**config.mk**
```make
export PLATFORM = sky130hd
export DESIGN_NAME = lnb_ctrl_bank
export DESIGN_NICKNAME = d
export VERILOG_FILES = /design/src/lnb_ctrl_pkg.sv /design/src/oc_link_if.sv /design/src/lnb_ctrl_bank.sv /design/src/oc_shutoff_timer.sv
export VERILOG_INCLUDE_DIRS = /design/src
export SDC_FILE = /design/constraint.sdc
export NUM_CORES = 1
export LEC_CHECK = 0
export ABC_AREA = 1
export BUFFER_PORTS_ARGS = -buffer_cell sky130_fd_sc_hd__buf_2
export CORE_UTILIZATION = 35
export DETAILED_ROUTE_END_ITERATION = 6
export PLACE_DENSITY = 0.64
export SETUP_SLACK_MARGIN = 0.1
export SLEW_MARGIN = 15
export SYNTH_ARGS = -nofsm -noshare
export SYNTH_HDL_FRONTEND = slang
export SYNTH_SLANG_ARGS = --single-unit
export TNS_END_PERCENT = 20
```
**constraint.sdc**
```tcl
create_clock -name core_clk -period 4.1 [get_ports core_clk]
set_clock_uncertainty 0.2 [all_clocks]
set_input_delay 0.205 -clock core_clk [delete_from_list [all_inputs] [get_ports core_clk]]
set_output_delay 0.205 -clock core_clk [all_outputs]
set_load 0.02 [all_outputs]
```
**src/lnb_ctrl_defines.svh**
```systemverilog
// Constants for the dual channel supply control register bank.
//------------------------------------------------------------------
// Functional notes
// Byte bits 7:6 select register; 10 and 11 are channel 1/2 tone-test registers.
// Select 00 and 01 are channel 1/2 voltage, timer and enable registers.
// Voltage bit 3 picks low range 12.709 V or high range 18.042 V.
// Voltage bits 2:0 raise the level in 333 mV steps, eight codes.
// Timer bit 4 set: persistent overcurrent switches the channel output off.
// Timer bit clear: no switch-off, channel stays in current limit.
// Master should keep the overcurrent timer bit set on both channels.
// Voltage bit 5 switches the channel output on, clear disables it.
// Tone bit 0 picks external tone input or internal oscillator.
// Tone bit 1 gates the tone unless the modulation pin does gating.
// Master sets test, enable and all voltage select bits for cable test.
// Cable test bit 2 stops regulator, enables 1 mA source, raises boost.
// During test, output above 21 V sets the cable missing flag.
// During test, output below 19.95 V clears the flag (hysteresis).
// Tone register bits 3 to 5 have no function.
// All control settings come up zero at power-up.
// Master sends one control byte per write transfer, after the address.
// Load only after full byte acknowledged; other registers stay unchanged.
// With cable test off the cable missing flag stays zero.
//------------------------------------------------------------------
`ifndef LNB_CTRL_DEFINES_SVH
`define LNB_CTRL_DEFINES_SVH
`define SEL_CH1_VOLT 2'h0
`define SEL_CH2_VOLT 2'h1
`define SEL_CH1_TONE 2'h2
`define SEL_CH2_TONE 2'h3
`define SEL_HI 7
`define SEL_LO 6
`define VOLT_W 6
`define TONE_W 3
`define VOLT_RESET 6'h00
`define TONE_RESET 3'h0
`define CLK_MHZ 125
`define OC_DETECT_US 100
`endif

```
**src/lnb_ctrl_pkg.sv**
```systemverilog
// Types shared by the control register bank modules.
`default_nettype none
package lnb_ctrl_pkg;
  typedef struct packed {
    logic output_on;
    logic overcurrent_shutoff_timer_en;
    logic range_high_select;
    logic [2:0] level_step;
  } volt_reg_t;
  typedef struct packed {
    logic cable_test_on;
    logic tone_gate_on;
    logic tone_source_internal;
  } tone_reg_t;
  typedef enum logic [1:0] {WR_IDLE, WR_HELD, WR_DONE} wr_state_t;
endpackage
`default_nettype wire

```
**src/oc_link_if.sv**
```systemverilog
// Carrier between the bank and one overcurrent shut-off timer.
`timescale 1ns/10ps
`default_nettype none
interface oc_link_if;
  logic oc_det;
  logic timer_en;
  logic rearm;
  logic trip;
  modport bank (output oc_det, output timer_en, output rearm, input trip);
  modport timer (input oc_det, input timer_en, input rearm, output trip);
endinterface
`default_nettype wire

```
**src/lnb_ctrl_bank.sv**
```systemverilog
// Write-only control register bank for a dual channel supply regulator.
`timescale 1ns/10ps
`default_nettype none
`include "lnb_ctrl_defines.svh"
module lnb_ctrl_bank #(
  parameter int unsigned OC_DETECT_CYCLES = `OC_DETECT_US * `CLK_MHZ
) (
  // Clock and reset
  input wire logic core_clk,
  input wire logic nrst,
  // Serial engine byte interface
  input wire logic rx_frame_start,
  input wire logic rx_data_valid,
  input wire logic [7:0] rx_data,
  input wire logic rx_ack_done,
  // Analogue and pin inputs, one bit per channel
  input wire logic [1:0] overcurrent_det,
  input wire logic [1:0] out_above_set,
  input wire logic [1:0] out_below_clear,
  input wire logic [1:0] ext_tone_in,
  input wire logic [1:0] internal_osc_in,
  input wire logic [1:0] ext_mod_gating_sel,
  input wire logic [1:0] external_modulation_pin,
  // Control settings, one bit per channel
  output logic [1:0] level_step_bit0,
  output logic [1:0] level_step_bit1,
  output logic [1:0] level_step_bit2,
  output logic [1:0] range_high_select,
  output logic [1:0] overcurrent_shutoff_timer_en,
  output logic [1:0] output_on,
  output logic [1:0] tone_source_internal,
  output logic [1:0] tone_gate_on,
  output logic [1:0] cable_test_on,
  // Derived drives and status, one bit per channel
  output logic [1:0] linear_reg_on,
  output logic [1:0] current_limit_on,
  output logic [1:0] test_current_on,
  output logic [1:0] boost_raise_on,
  output logic [1:0] tone_drive,
  output logic [1:0] channel_tripped,
  output logic [1:0] cable_missing_flag
);
  lnb_ctrl_pkg::wr_state_t state_q;
  logic [7:0] hold_q;
  logic commit;
  logic [1:0] sel;
  logic first_q;
  lnb_ctrl_pkg::volt_reg_t [1:0] vreg_q;
  lnb_ctrl_pkg::tone_reg_t [1:0] treg_q;
  logic [1:0] vwr;
  logic [1:0] twr;
  logic [1:0] trip;

  //------------------------------------------------------------------
  // Write sequencing
  //------------------------------------------------------------------
  // One data byte is accepted per transfer; it is held until its
  // acknowledge clock completes, and later bytes are ignored.
  always_ff @(posedge core_clk or negedge nrst)
  begin
    if (!nrst)
      state_q <= lnb_ctrl_pkg::WR_IDLE;
    else if (rx_frame_start)
      state_q <= lnb_ctrl_pkg::WR_IDLE;
    else
    begin
      unique case (state_q)
        lnb_ctrl_pkg::WR_IDLE:
          if (rx_data_valid)
            state_q <= lnb_ctrl_pkg::WR_HELD;
        lnb_ctrl_pkg::WR_HELD:
          if (rx_ack_done)
            state_q <= lnb_ctrl_pkg::WR_DONE;
        lnb_ctrl_pkg::WR_DONE:
          state_q <= lnb_ctrl_pkg::WR_DONE;
        // The unused fourth code falls back to idle.
        default:
          state_q <= lnb_ctrl_pkg::WR_IDLE;
      endcase
    end
  end

  always_ff @(posedge core_clk or negedge nrst)
  begin
    if (!nrst)
      hold_q <= 8'h00;
    else if (state_q == lnb_ctrl_pkg::WR_IDLE && rx_data_valid && !rx_frame_start)
      hold_q <= rx_data;
  end

  assign commit = state_q == lnb_ctrl_pkg::WR_HELD && rx_ack_done && !rx_frame_start;
  assign sel = hold_q[`SEL_HI:`SEL_LO];

  //------------------------------------------------------------------
  // Register select decode
  //------------------------------------------------------------------
  assign vwr[0] = commit && sel == `SEL_CH1_VOLT;
  assign vwr[1] = commit && sel == `SEL_CH2_VOLT;
  assign twr[0] = commit && sel == `SEL_CH1_TONE;
  assign twr[1] = commit && sel == `SEL_CH2_TONE;

  always_ff @(posedge core_clk or negedge nrst)
  begin
    if (!nrst)
      first_q <= 1'b1;
    else
      first_q <= 1'b0;
  end

  //------------------------------------------------------------------
  // Per-channel registers and drives
  //------------------------------------------------------------------
  for (genvar ch = 0; ch < 2; ch++)
  begin : g_ch
    oc_link_if lnk ();
    logic lvl0_q, lvl1_q, lvl2_q, rng_q, tmr_q, on_q;
    logic tsrc_q, tgate_q, ctest_q;
    logic lin_q, lim_q, isrc_q, boost_q, tone_q, trip_q, miss_q;
    logic tone_sel;
    logic gate;

    oc_shutoff_timer #(
      .OC_DETECT_CYCLES(OC_DETECT_CYCLES)
    ) u_timer (
      .core_clk(core_clk),
      .nrst(nrst),
      .lnk(lnk.timer)
    );

    assign lnk.oc_det = overcurrent_det[ch];
    assign lnk.timer_en = vreg_q[ch].overcurrent_shutoff_timer_en;
    assign lnk.rearm = vwr[ch];
    assign trip[ch] = lnk.trip;

    // Voltage, timer and enable register.
    always_ff @(posedge core_clk or negedge nrst)
    begin
      if (!nrst)
        vreg_q[ch] <= `VOLT_RESET;
      else if (vwr[ch])
        vreg_q[ch] <= hold_q[`VOLT_W-1:0];
    end

    // Tone and cable test register; bits 5:3 of the byte are dropped.
    always_ff @(posedge core_clk or negedge nrst)
    begin
      if (!nrst)
        treg_q[ch] <= `TONE_RESET;
      else if (twr[ch])
        treg_q[ch] <= hold_q[`TONE_W-1:0];
    end

    // Setting outputs mirror the registers.
    always_ff @(posedge core_clk or negedge nrst)
    begin
      if (!nrst)
      begin
        lvl0_q <= 1'b0;
        lvl1_q <= 1'b0;
        lvl2_q <= 1'b0;
        rng_q <= 1'b0;
        tmr_q <= 1'b0;
        on_q <= 1'b0;
        tsrc_q <= 1'b0;
        tgate_q <= 1'b0;
        ctest_q <= 1'b0;
      end
      else
      begin
        lvl0_q <= vreg_q[ch].level_step[0];
        lvl1_q <= vreg_q[ch].level_step[1];
        lvl2_q <= vreg_q[ch].level_step[2];
        rng_q <= vreg_q[ch].range_high_select;
        tmr_q <= vreg_q[ch].overcurrent_shutoff_timer_en;
        on_q <= vreg_q[ch].output_on;
        tsrc_q <= treg_q[ch].tone_source_internal;
        tgate_q <= treg_q[ch].tone_gate_on;
        ctest_q <= treg_q[ch].cable_test_on;
      end
    end

    // Regulator, test source and boost drives.
    always_ff @(posedge core_clk or negedge nrst)
    begin
      if (!nrst)
      begin
        lin_q <= 1'b0;
        lim_q <= 1'b0;
        isrc_q <= 1'b0;
        boost_q <= 1'b0;
        trip_q <= 1'b0;
      end
      else
      begin
        lin_q <= vreg_q[ch].output_on && !trip[ch] && !treg_q[ch].cable_test_on;
        lim_q <= overcurrent_det[ch] && !vreg_q[ch].overcurrent_shutoff_timer_en;
        isrc_q <= treg_q[ch].cable_test_on;
        boost_q <= treg_q[ch].cable_test_on;
        trip_q <= trip[ch];
      end
    end

    // Tone source and gating.
    assign tone_sel = treg_q[ch].tone_source_internal ? internal_osc_in[ch]
                                                      : ext_tone_in[ch];
    assign gate = ext_mod_gating_sel[ch] ? external_modulation_pin[ch]
                                         : treg_q[ch].tone_gate_on;

    always_ff @(posedge core_clk or negedge nrst)
    begin
      if (!nrst)
        tone_q <= 1'b0;
      else
        tone_q <= tone_sel && gate;
    end

    // Cable missing flag with set and clear thresholds.
    // Setting wins when both comparators report in the same cycle.
    always_ff @(posedge core_clk or negedge nrst)
    begin
      if (!nrst)
        miss_q <= 1'b0;
      else if (!treg_q[ch].cable_test_on)
        miss_q <= 1'b0;
      else if (out_above_set[ch])
        miss_q <= 1'b1;
      else if (out_below_clear[ch])
        miss_q <= 1'b0;
    end

    assign level_step_bit0[ch] = lvl0_q;
    assign level_step_bit1[ch] = lvl1_q;
    assign level_step_bit2[ch] = lvl2_q;
    assign range_high_select[ch] = rng_q;
    assign overcurrent_shutoff_timer_en[ch] = tmr_q;
    assign output_on[ch] = on_q;
    assign tone_source_internal[ch] = tsrc_q;
    assign tone_gate_on[ch] = tgate_q;
    assign cable_test_on[ch] = ctest_q;
    assign linear_reg_on[ch] = lin_q;
    assign current_limit_on[ch] = lim_q;
    assign test_current_on[ch] = isrc_q;
    assign boost_raise_on[ch] = boost_q;
    assign tone_drive[ch] = tone_q;
    assign channel_tripped[ch] = trip_q;
    assign cable_missing_flag[ch] = miss_q;

  end
endmodule
`default_nettype wire

```
**src/oc_shutoff_timer.sv**
```systemverilog
// Overcurrent detection timer for one supply channel.
`timescale 1ns/10ps
`default_nettype none
`include "lnb_ctrl_defines.svh"
module oc_shutoff_timer #(
  parameter int unsigned OC_DETECT_CYCLES = `OC_DETECT_US * `CLK_MHZ
) (
  // Clock and reset
  input wire logic core_clk,
  input wire logic nrst,
  // Link to the bank
  oc_link_if.timer lnk
);
  localparam int CW = $clog2(OC_DETECT_CYCLES + 1);
  localparam logic [CW-1:0] LAST = CW'(OC_DETECT_CYCLES - 1);

  logic [CW-1:0] cnt_q;
  logic trip_q;

  //------------------------------------------------------------------
  // Persistence counter
  //------------------------------------------------------------------
  always_ff @(posedge core_clk or negedge nrst)
  begin
    if (!nrst)
      cnt_q <= '0;
    else if (!lnk.oc_det || !lnk.timer_en)
      cnt_q <= '0;
    else if (cnt_q != LAST)
      cnt_q <= cnt_q + CW'(1);
  end

  //------------------------------------------------------------------
  // Trip latch; a new trip wins over a rearm in the same cycle.
  //------------------------------------------------------------------
  always_ff @(posedge core_clk or negedge nrst)
  begin
    if (!nrst)
      trip_q <= 1'b0;
    else if (lnk.oc_det && lnk.timer_en && cnt_q == LAST)
      trip_q <= 1'b1;
    else if (lnk.rearm)
      trip_q <= 1'b0;
  end

  assign lnk.trip = trip_q;
endmodule
`default_nettype wire

```
## Word level (Yosys, flattened, before mapping)

Cells that the tools add are included.

- Muxes and demuxes: 22
- $add $sub $neg: 2
- Reduce and logical (&&, ||, !) cells: 38
- Equality and inequality tests: 13

Operators with widths:

| kind | count |
|---|---|
| 2-to-1 mux 14 bit | 4 |
| adder 14 x 1 -> 14 bit, second input constant | 2 |
| == test 14 bit, second input constant | 2 |
| != test 14 bit, second input constant | 2 |
| logical AND 1 bit | 20 |
| 2-to-1 mux 1 bit | 14 |
| != test 3 bit, second input constant | 4 |
| zero test 1 bit | 9 |
| nonzero test 2 bit | 4 |
| == test 2 bit, second input constant | 3 |
| 2-to-1 mux 2 bit | 3 |
| one-hot mux 2 bit (3 select lines) | 1 |
| == test 2 x 1 -> 1 bit, second input constant | 2 |
| zero test 2 bit | 2 |
| logical OR 1 bit | 2 |
| AND reduction 2 bit | 1 |

- Output and inout port bits: 32
- Bits of input ports: 27
- Bits in registers: 86
- Logic and storage cells: 123

## Logic depth before layout (Yosys ltp)

- Depth in word-level cells: 6
- Depth in mapped cells: 8
- Depth with buffers taken out: 8

## By module

A second synthesis with hierarchy kept.

- Cell total of the unflattened synthesis: 468
- Area, all modules: 4012.6 sq um

By module, submodules not included:

| module | seq. area each (sq um) | area an instance (sq um) | cells each | times used |
|---|---|---|---|---|
| lnb_ctrl_bank | 1401.3 | 2278.4 | 228 | 1 |
| oc_shutoff_timer | 375.4 | 867.1 | 120 | 2 |

## Least setup slack after synthesis

Ideal clock, no wire load.

- Path kind: register -> register
- From: reg g_ch[1].u_timer.cnt_q[0]
- To: reg g_ch[1].u_timer.cnt_q[12]
- Cell stages (with the launch flop): 7
- Period minus slack after synthesis: 1.443 ns
- Data arrival time: 1.127 ns
- Required time: 3.783 ns
- Buffers on the path: 0
- Setup slack: 2.657 ns
- Cells stage by stage: dfrtp_1 -> ha_1 -> nand2_1 -> nor3_2 -> nand2_1 -> nor2_1 -> nor2_1

- Cells in the longest elaborated chain, start to end: 3

Ends and longest elaborated chain:

| item | RTL line | RTL |
|---|---|---|
| start: declaration | oc_shutoff_timer.sv:17 | `logic [CW-1:0] cnt_q;` |
| start signal: assignment | oc_shutoff_timer.sv:30 | `cnt_q <= cnt_q + CW'(1);` |
| adder 14 x 1 -> 14 bit | oc_shutoff_timer.sv:30 |  |
| 2-to-1 mux 14 bit | oc_shutoff_timer.sv:29 | `else if (cnt_q != LAST)` |
| 2-to-1 mux 14 bit | oc_shutoff_timer.sv:27 | `else if (!lnk.oc_det \|\| !lnk.timer_en)` |

Parallel ways exist; a longest one is shown, timed or not. The select of a mux whose other input is x is not followed.
A chain may end at the register's enable or synchronous reset.

## Worst setup path after layout

- From: in ext_tone_in[1]
- To: reg g_ch[1].tone_q

- Cells in the longest elaborated chain, start to end: 2

Ends and longest elaborated chain:

| item | RTL line | RTL |
|---|---|---|
| start: declaration | lnb_ctrl_bank.sv:20 | `input wire logic [1:0] ext_tone_in,` |
| 2-to-1 mux 1 bit | lnb_ctrl_bank.sv:204 | `assign tone_sel = treg_q[ch].tone_source_internal ? internal_osc_in[ch]` |
| logical AND 1 bit | lnb_ctrl_bank.sv:214 | `tone_q <= tone_sel && gate;` |
| end signal: assignment | lnb_ctrl_bank.sv:214 |  |
| end: declaration | lnb_ctrl_bank.sv:118 | `logic lin_q, lim_q, isrc_q, boost_q, tone_q, trip_q, miss_q;` |

Every way passes these cells.

==> impl_metrics.json <==
{
  "hold_path_class": "input pin to register",
  "fin_crit_sh": 0.5145,
  "grt_overflow": 0,
  "drc": 0,
  "yosysMostFrequentCell": "nand2_1",
  "synth_top_area_cell": "dfrtp_1",
  "netlist_top_cells_count": "88 x nand2_1, 86 x dfrtp_1, 67 x nor2_1",
  "synth_area_sq_um": 3840,
  "crit_top_cell": "dlygate4sd3_1",
  "fin_nets": 519,
  "first_iter_violations": 190,
  "ant_nets": 0,
  "syn_avg_cell_area_sq_um": 8.868,
  "critPathKind": "input pin to register",
  "cts.sinks": 86,
  "ir_worst_vdd_v": 0.0002248,
  "synth_edf_count": 0,
  "rows": 37,
  "final_hold_viol_count": 0,
  "p_int_mw": 1.535,
  "postSynthCellCount": 433,
  "wl_met3_um": 446,
  "grt_pass1_wl_mm": 12.50,
  "combPwrFrac": 0.251,
  "ys_async_sr_fraction": 1.000,
  "critPathMaxFanout": 1,
  "groute.usage.overall": 0.1407,
  "worst_pin_slew_ns": 0.7194,
  "initial_core_util": 0.3670,
  "p_per_area_nw_per_um2": 532.8,
  "drv_slew": 0,
  "io_pins": 59,
  "wl_per_cell_um": 11.58,
  "area_growth_pct": 16.23,
  "numCtsBuffers": 9,
  "wl_met2_mm": 3.156,
  "dp_hpwl_mm": 5.109,
  "top_layer": "met4",
  "grt_pass1_vias": 2757,
  "num_vias": 2857,
  "switchingPower_mw": 0.8434,
  "grt_max_degree": 57,
  "seqPwrFrac": 0.504,
  "ys.flop_type": "dfrtp_1",
  "start_kind": "input pin",
  "leakagePower_nw": 2.181,
  "end_kind": "register",
  "cts_root_buffer": "clkbuf_8",
  "antenna_cells": 0,
  "chipHeight_um": 106.7,
  "min_period_ns": 2.110,
  "relSlewSlack": 0.5204,
  "power.share.clock": 0.245,
  "htreeDepth": 3,
  "fp.dieArea_sq_um": 11390,
  "switching_share": 0.3547,
  "fin_ws_ns": 1.990,
  "critical_path.slowest_cell": "dlygate4sd3_1",
  "drv_cap": 0,
  "port_buffers": 58,
  "cts_tree": "yes",
  "status": "completed",
  "synth_fp_nets": 464,
  "synth_cell_type_count": 26,
  "antenna_found_initial": 0,
  "post-cts-setup-buffer-count": 0,
  "max_freq_mhz": 474.0,
  "drive_gt1_frac": 0.1805,
  "setup_viol": 0,
  "synthTopCellsByArea": "dfrtp_1 56%, nand2_1 8.6%, nor2_1 6.5%, buf_4 6.5%, inv_1 4.3%",
  "synth_top_area_frac": 0.5604,
  "clk_pin_slew_ns": 0.10,
  "cts_buffer_depth": 2,
  "ys_warn_count": 0,
  "met1_length_mm": 3.566,
  "drt_wl_total_mm": 7.285,
  "power_mw": 2.378,
  "via_per_inst": 4.542,
  "synth_seq_area_share": 0.5604,
  "firstDrtPassIters": 5,
  "rsz0062_at_grt": "false",
  "gp_congestion": 0.8660,
  "slowest_delay_ns": 0.58,
  "core_area_sq_um": 10460,
  "critPathBufInv": 4,
  "setup_tns_ns": 0,
  "worstPathRequired_ns": 4.15,
  "pre_cts_ws_ns": 2.473,
  "critPathArrivalTime_ns": 2.16,
  "crit_family": "buffers and inverters",
  "fp.dieW_um": 106.7,
  "clock_latency_ns": 0.36,
  "ys_ff_latch": 86,
  "crit_chain": "dlygate4sd3_1 > buf_2 > mux2i_1 > dlygate4sd3_1 > nor2_1 > dlygate4sd3_1"
}
-- registers in the layout, indices dropped and copies added (netlist names), 6 cells and up --
signal / flops
g_ch.u_timer.cnt_q: 28
treg_q: 6
hold_q: 8
vreg_q: 10
-- through the flow --
step | hold WS, ns | std cells | utilization | cell area, sq um
after floorplan | -0.2906 | 433 | - | 3840
after global placement | 0.1137 | 591 | 0.3864 | 4043
after detailed placement | 0.1187 | 591 | 0.3864 | 4043
after CTS | 0.04894 | 629 | 0.4266 | 4463
after global routing | 0.07387 | 629 | 0.4266 | 4463
final | 0.06159 | 629 | 0.4266 | 4463
-- tightest hold or removal path: cells and delay by family --
| kind | cells | cell delay (ns) |
|---|---|---|
| AND/OR/NAND/NOR | 1 | 0.07 |
| buffers and inverters | 1 | 0.10 |
| AO/OA/AOI/OAI | 2 | 0.20 |
-- power by group through the flow --
stage | Combinational [mW] | Clock [mW] | Sequential (mW)
after floorplan | 0.542 | 0 | 1.18
after global placement | 0.558 | 0 | 1.21
after detailed placement | 0.570 | 0 | 1.22
after CTS | 0.606 | 0.604 | 1.21
after global routing | 0.675 | 0.636 | 1.23
final | 0.597 | 0.582 | 1.20
-- cells by family (layout without fill, tap and decap cells) --
group           count (synthesis)  after routing  synth area share
buf+inv                        83            143            0.1147
flops                          86             86            0.5604
simple gates                  202            202            0.2265
mux                             4              4           0.01043
fa+ha+maj                       4              4           0.01303
compound gates                 52             52           0.07038
xor+xnor                        2              2          0.004563
-- path summary, 6_finish.rpt --
path,from,end,slack (ns),cells past startpoint
worst max-delay path,ext_tone_in[1],g_ch[1].tone_q,1.99,6
worst min-delay path,rx_ack_done,state_q[1],0.06,4
worst max register to register,treg_q[3],g_ch[1].tone_q,2.01,4
worst min register to register,vreg_q[1],g_ch[0].lvl1_q,0.19,0
max in group asynchronous,nrst,state_q[0],2.59,3
min in group asynchronous,nrst,g_ch[1].u_timer.cnt_q[12],0.24,2
-- cells in the final DEF, fill, tap and decap left out, types with 3 or more instances in the layout --
cell type,n
a21oi_1,18
buf_2,57
clkbuf_8,9
clkinv_4,3
dfrtp_1,86
dlygate4sd3_1,22
ha_1,4
inv_1,44
inv_8,3
mux2i_1,4
nand2_1,88
nand2_2,3
nand3_1,21
nand3_2,3
nand4_1,7
nor2_1,67
nor2_2,3
nor3_1,5
o21ai_0,26
o21ai_1,3
-- layer usage --
metal,vias to the layer above,GRT usage
met5,-,0
met4,0,0.05969
met3,11,0.03830
met2,88,0.2217
met1,1308,0.1822
li1,1450,-
-- final cells by class --
class                           instances  area, sq um
Tap cell                              136        170.2
Sequential cell                        86         2152
Inverter                               46        172.7
Multi-Input combinational cell        264         1247
Timing Repair Buffer                   81        520.5
Clock buffer                            9        123.9
Fill cell                            1033         6000
Clock inverter                          7        76.32
-- timing repair --
item,CTS,global route
gates resized for setup,0,0
hold endpoints to repair,72,0
hold buffers,22,0
Power figures use the tool's default switching activity.
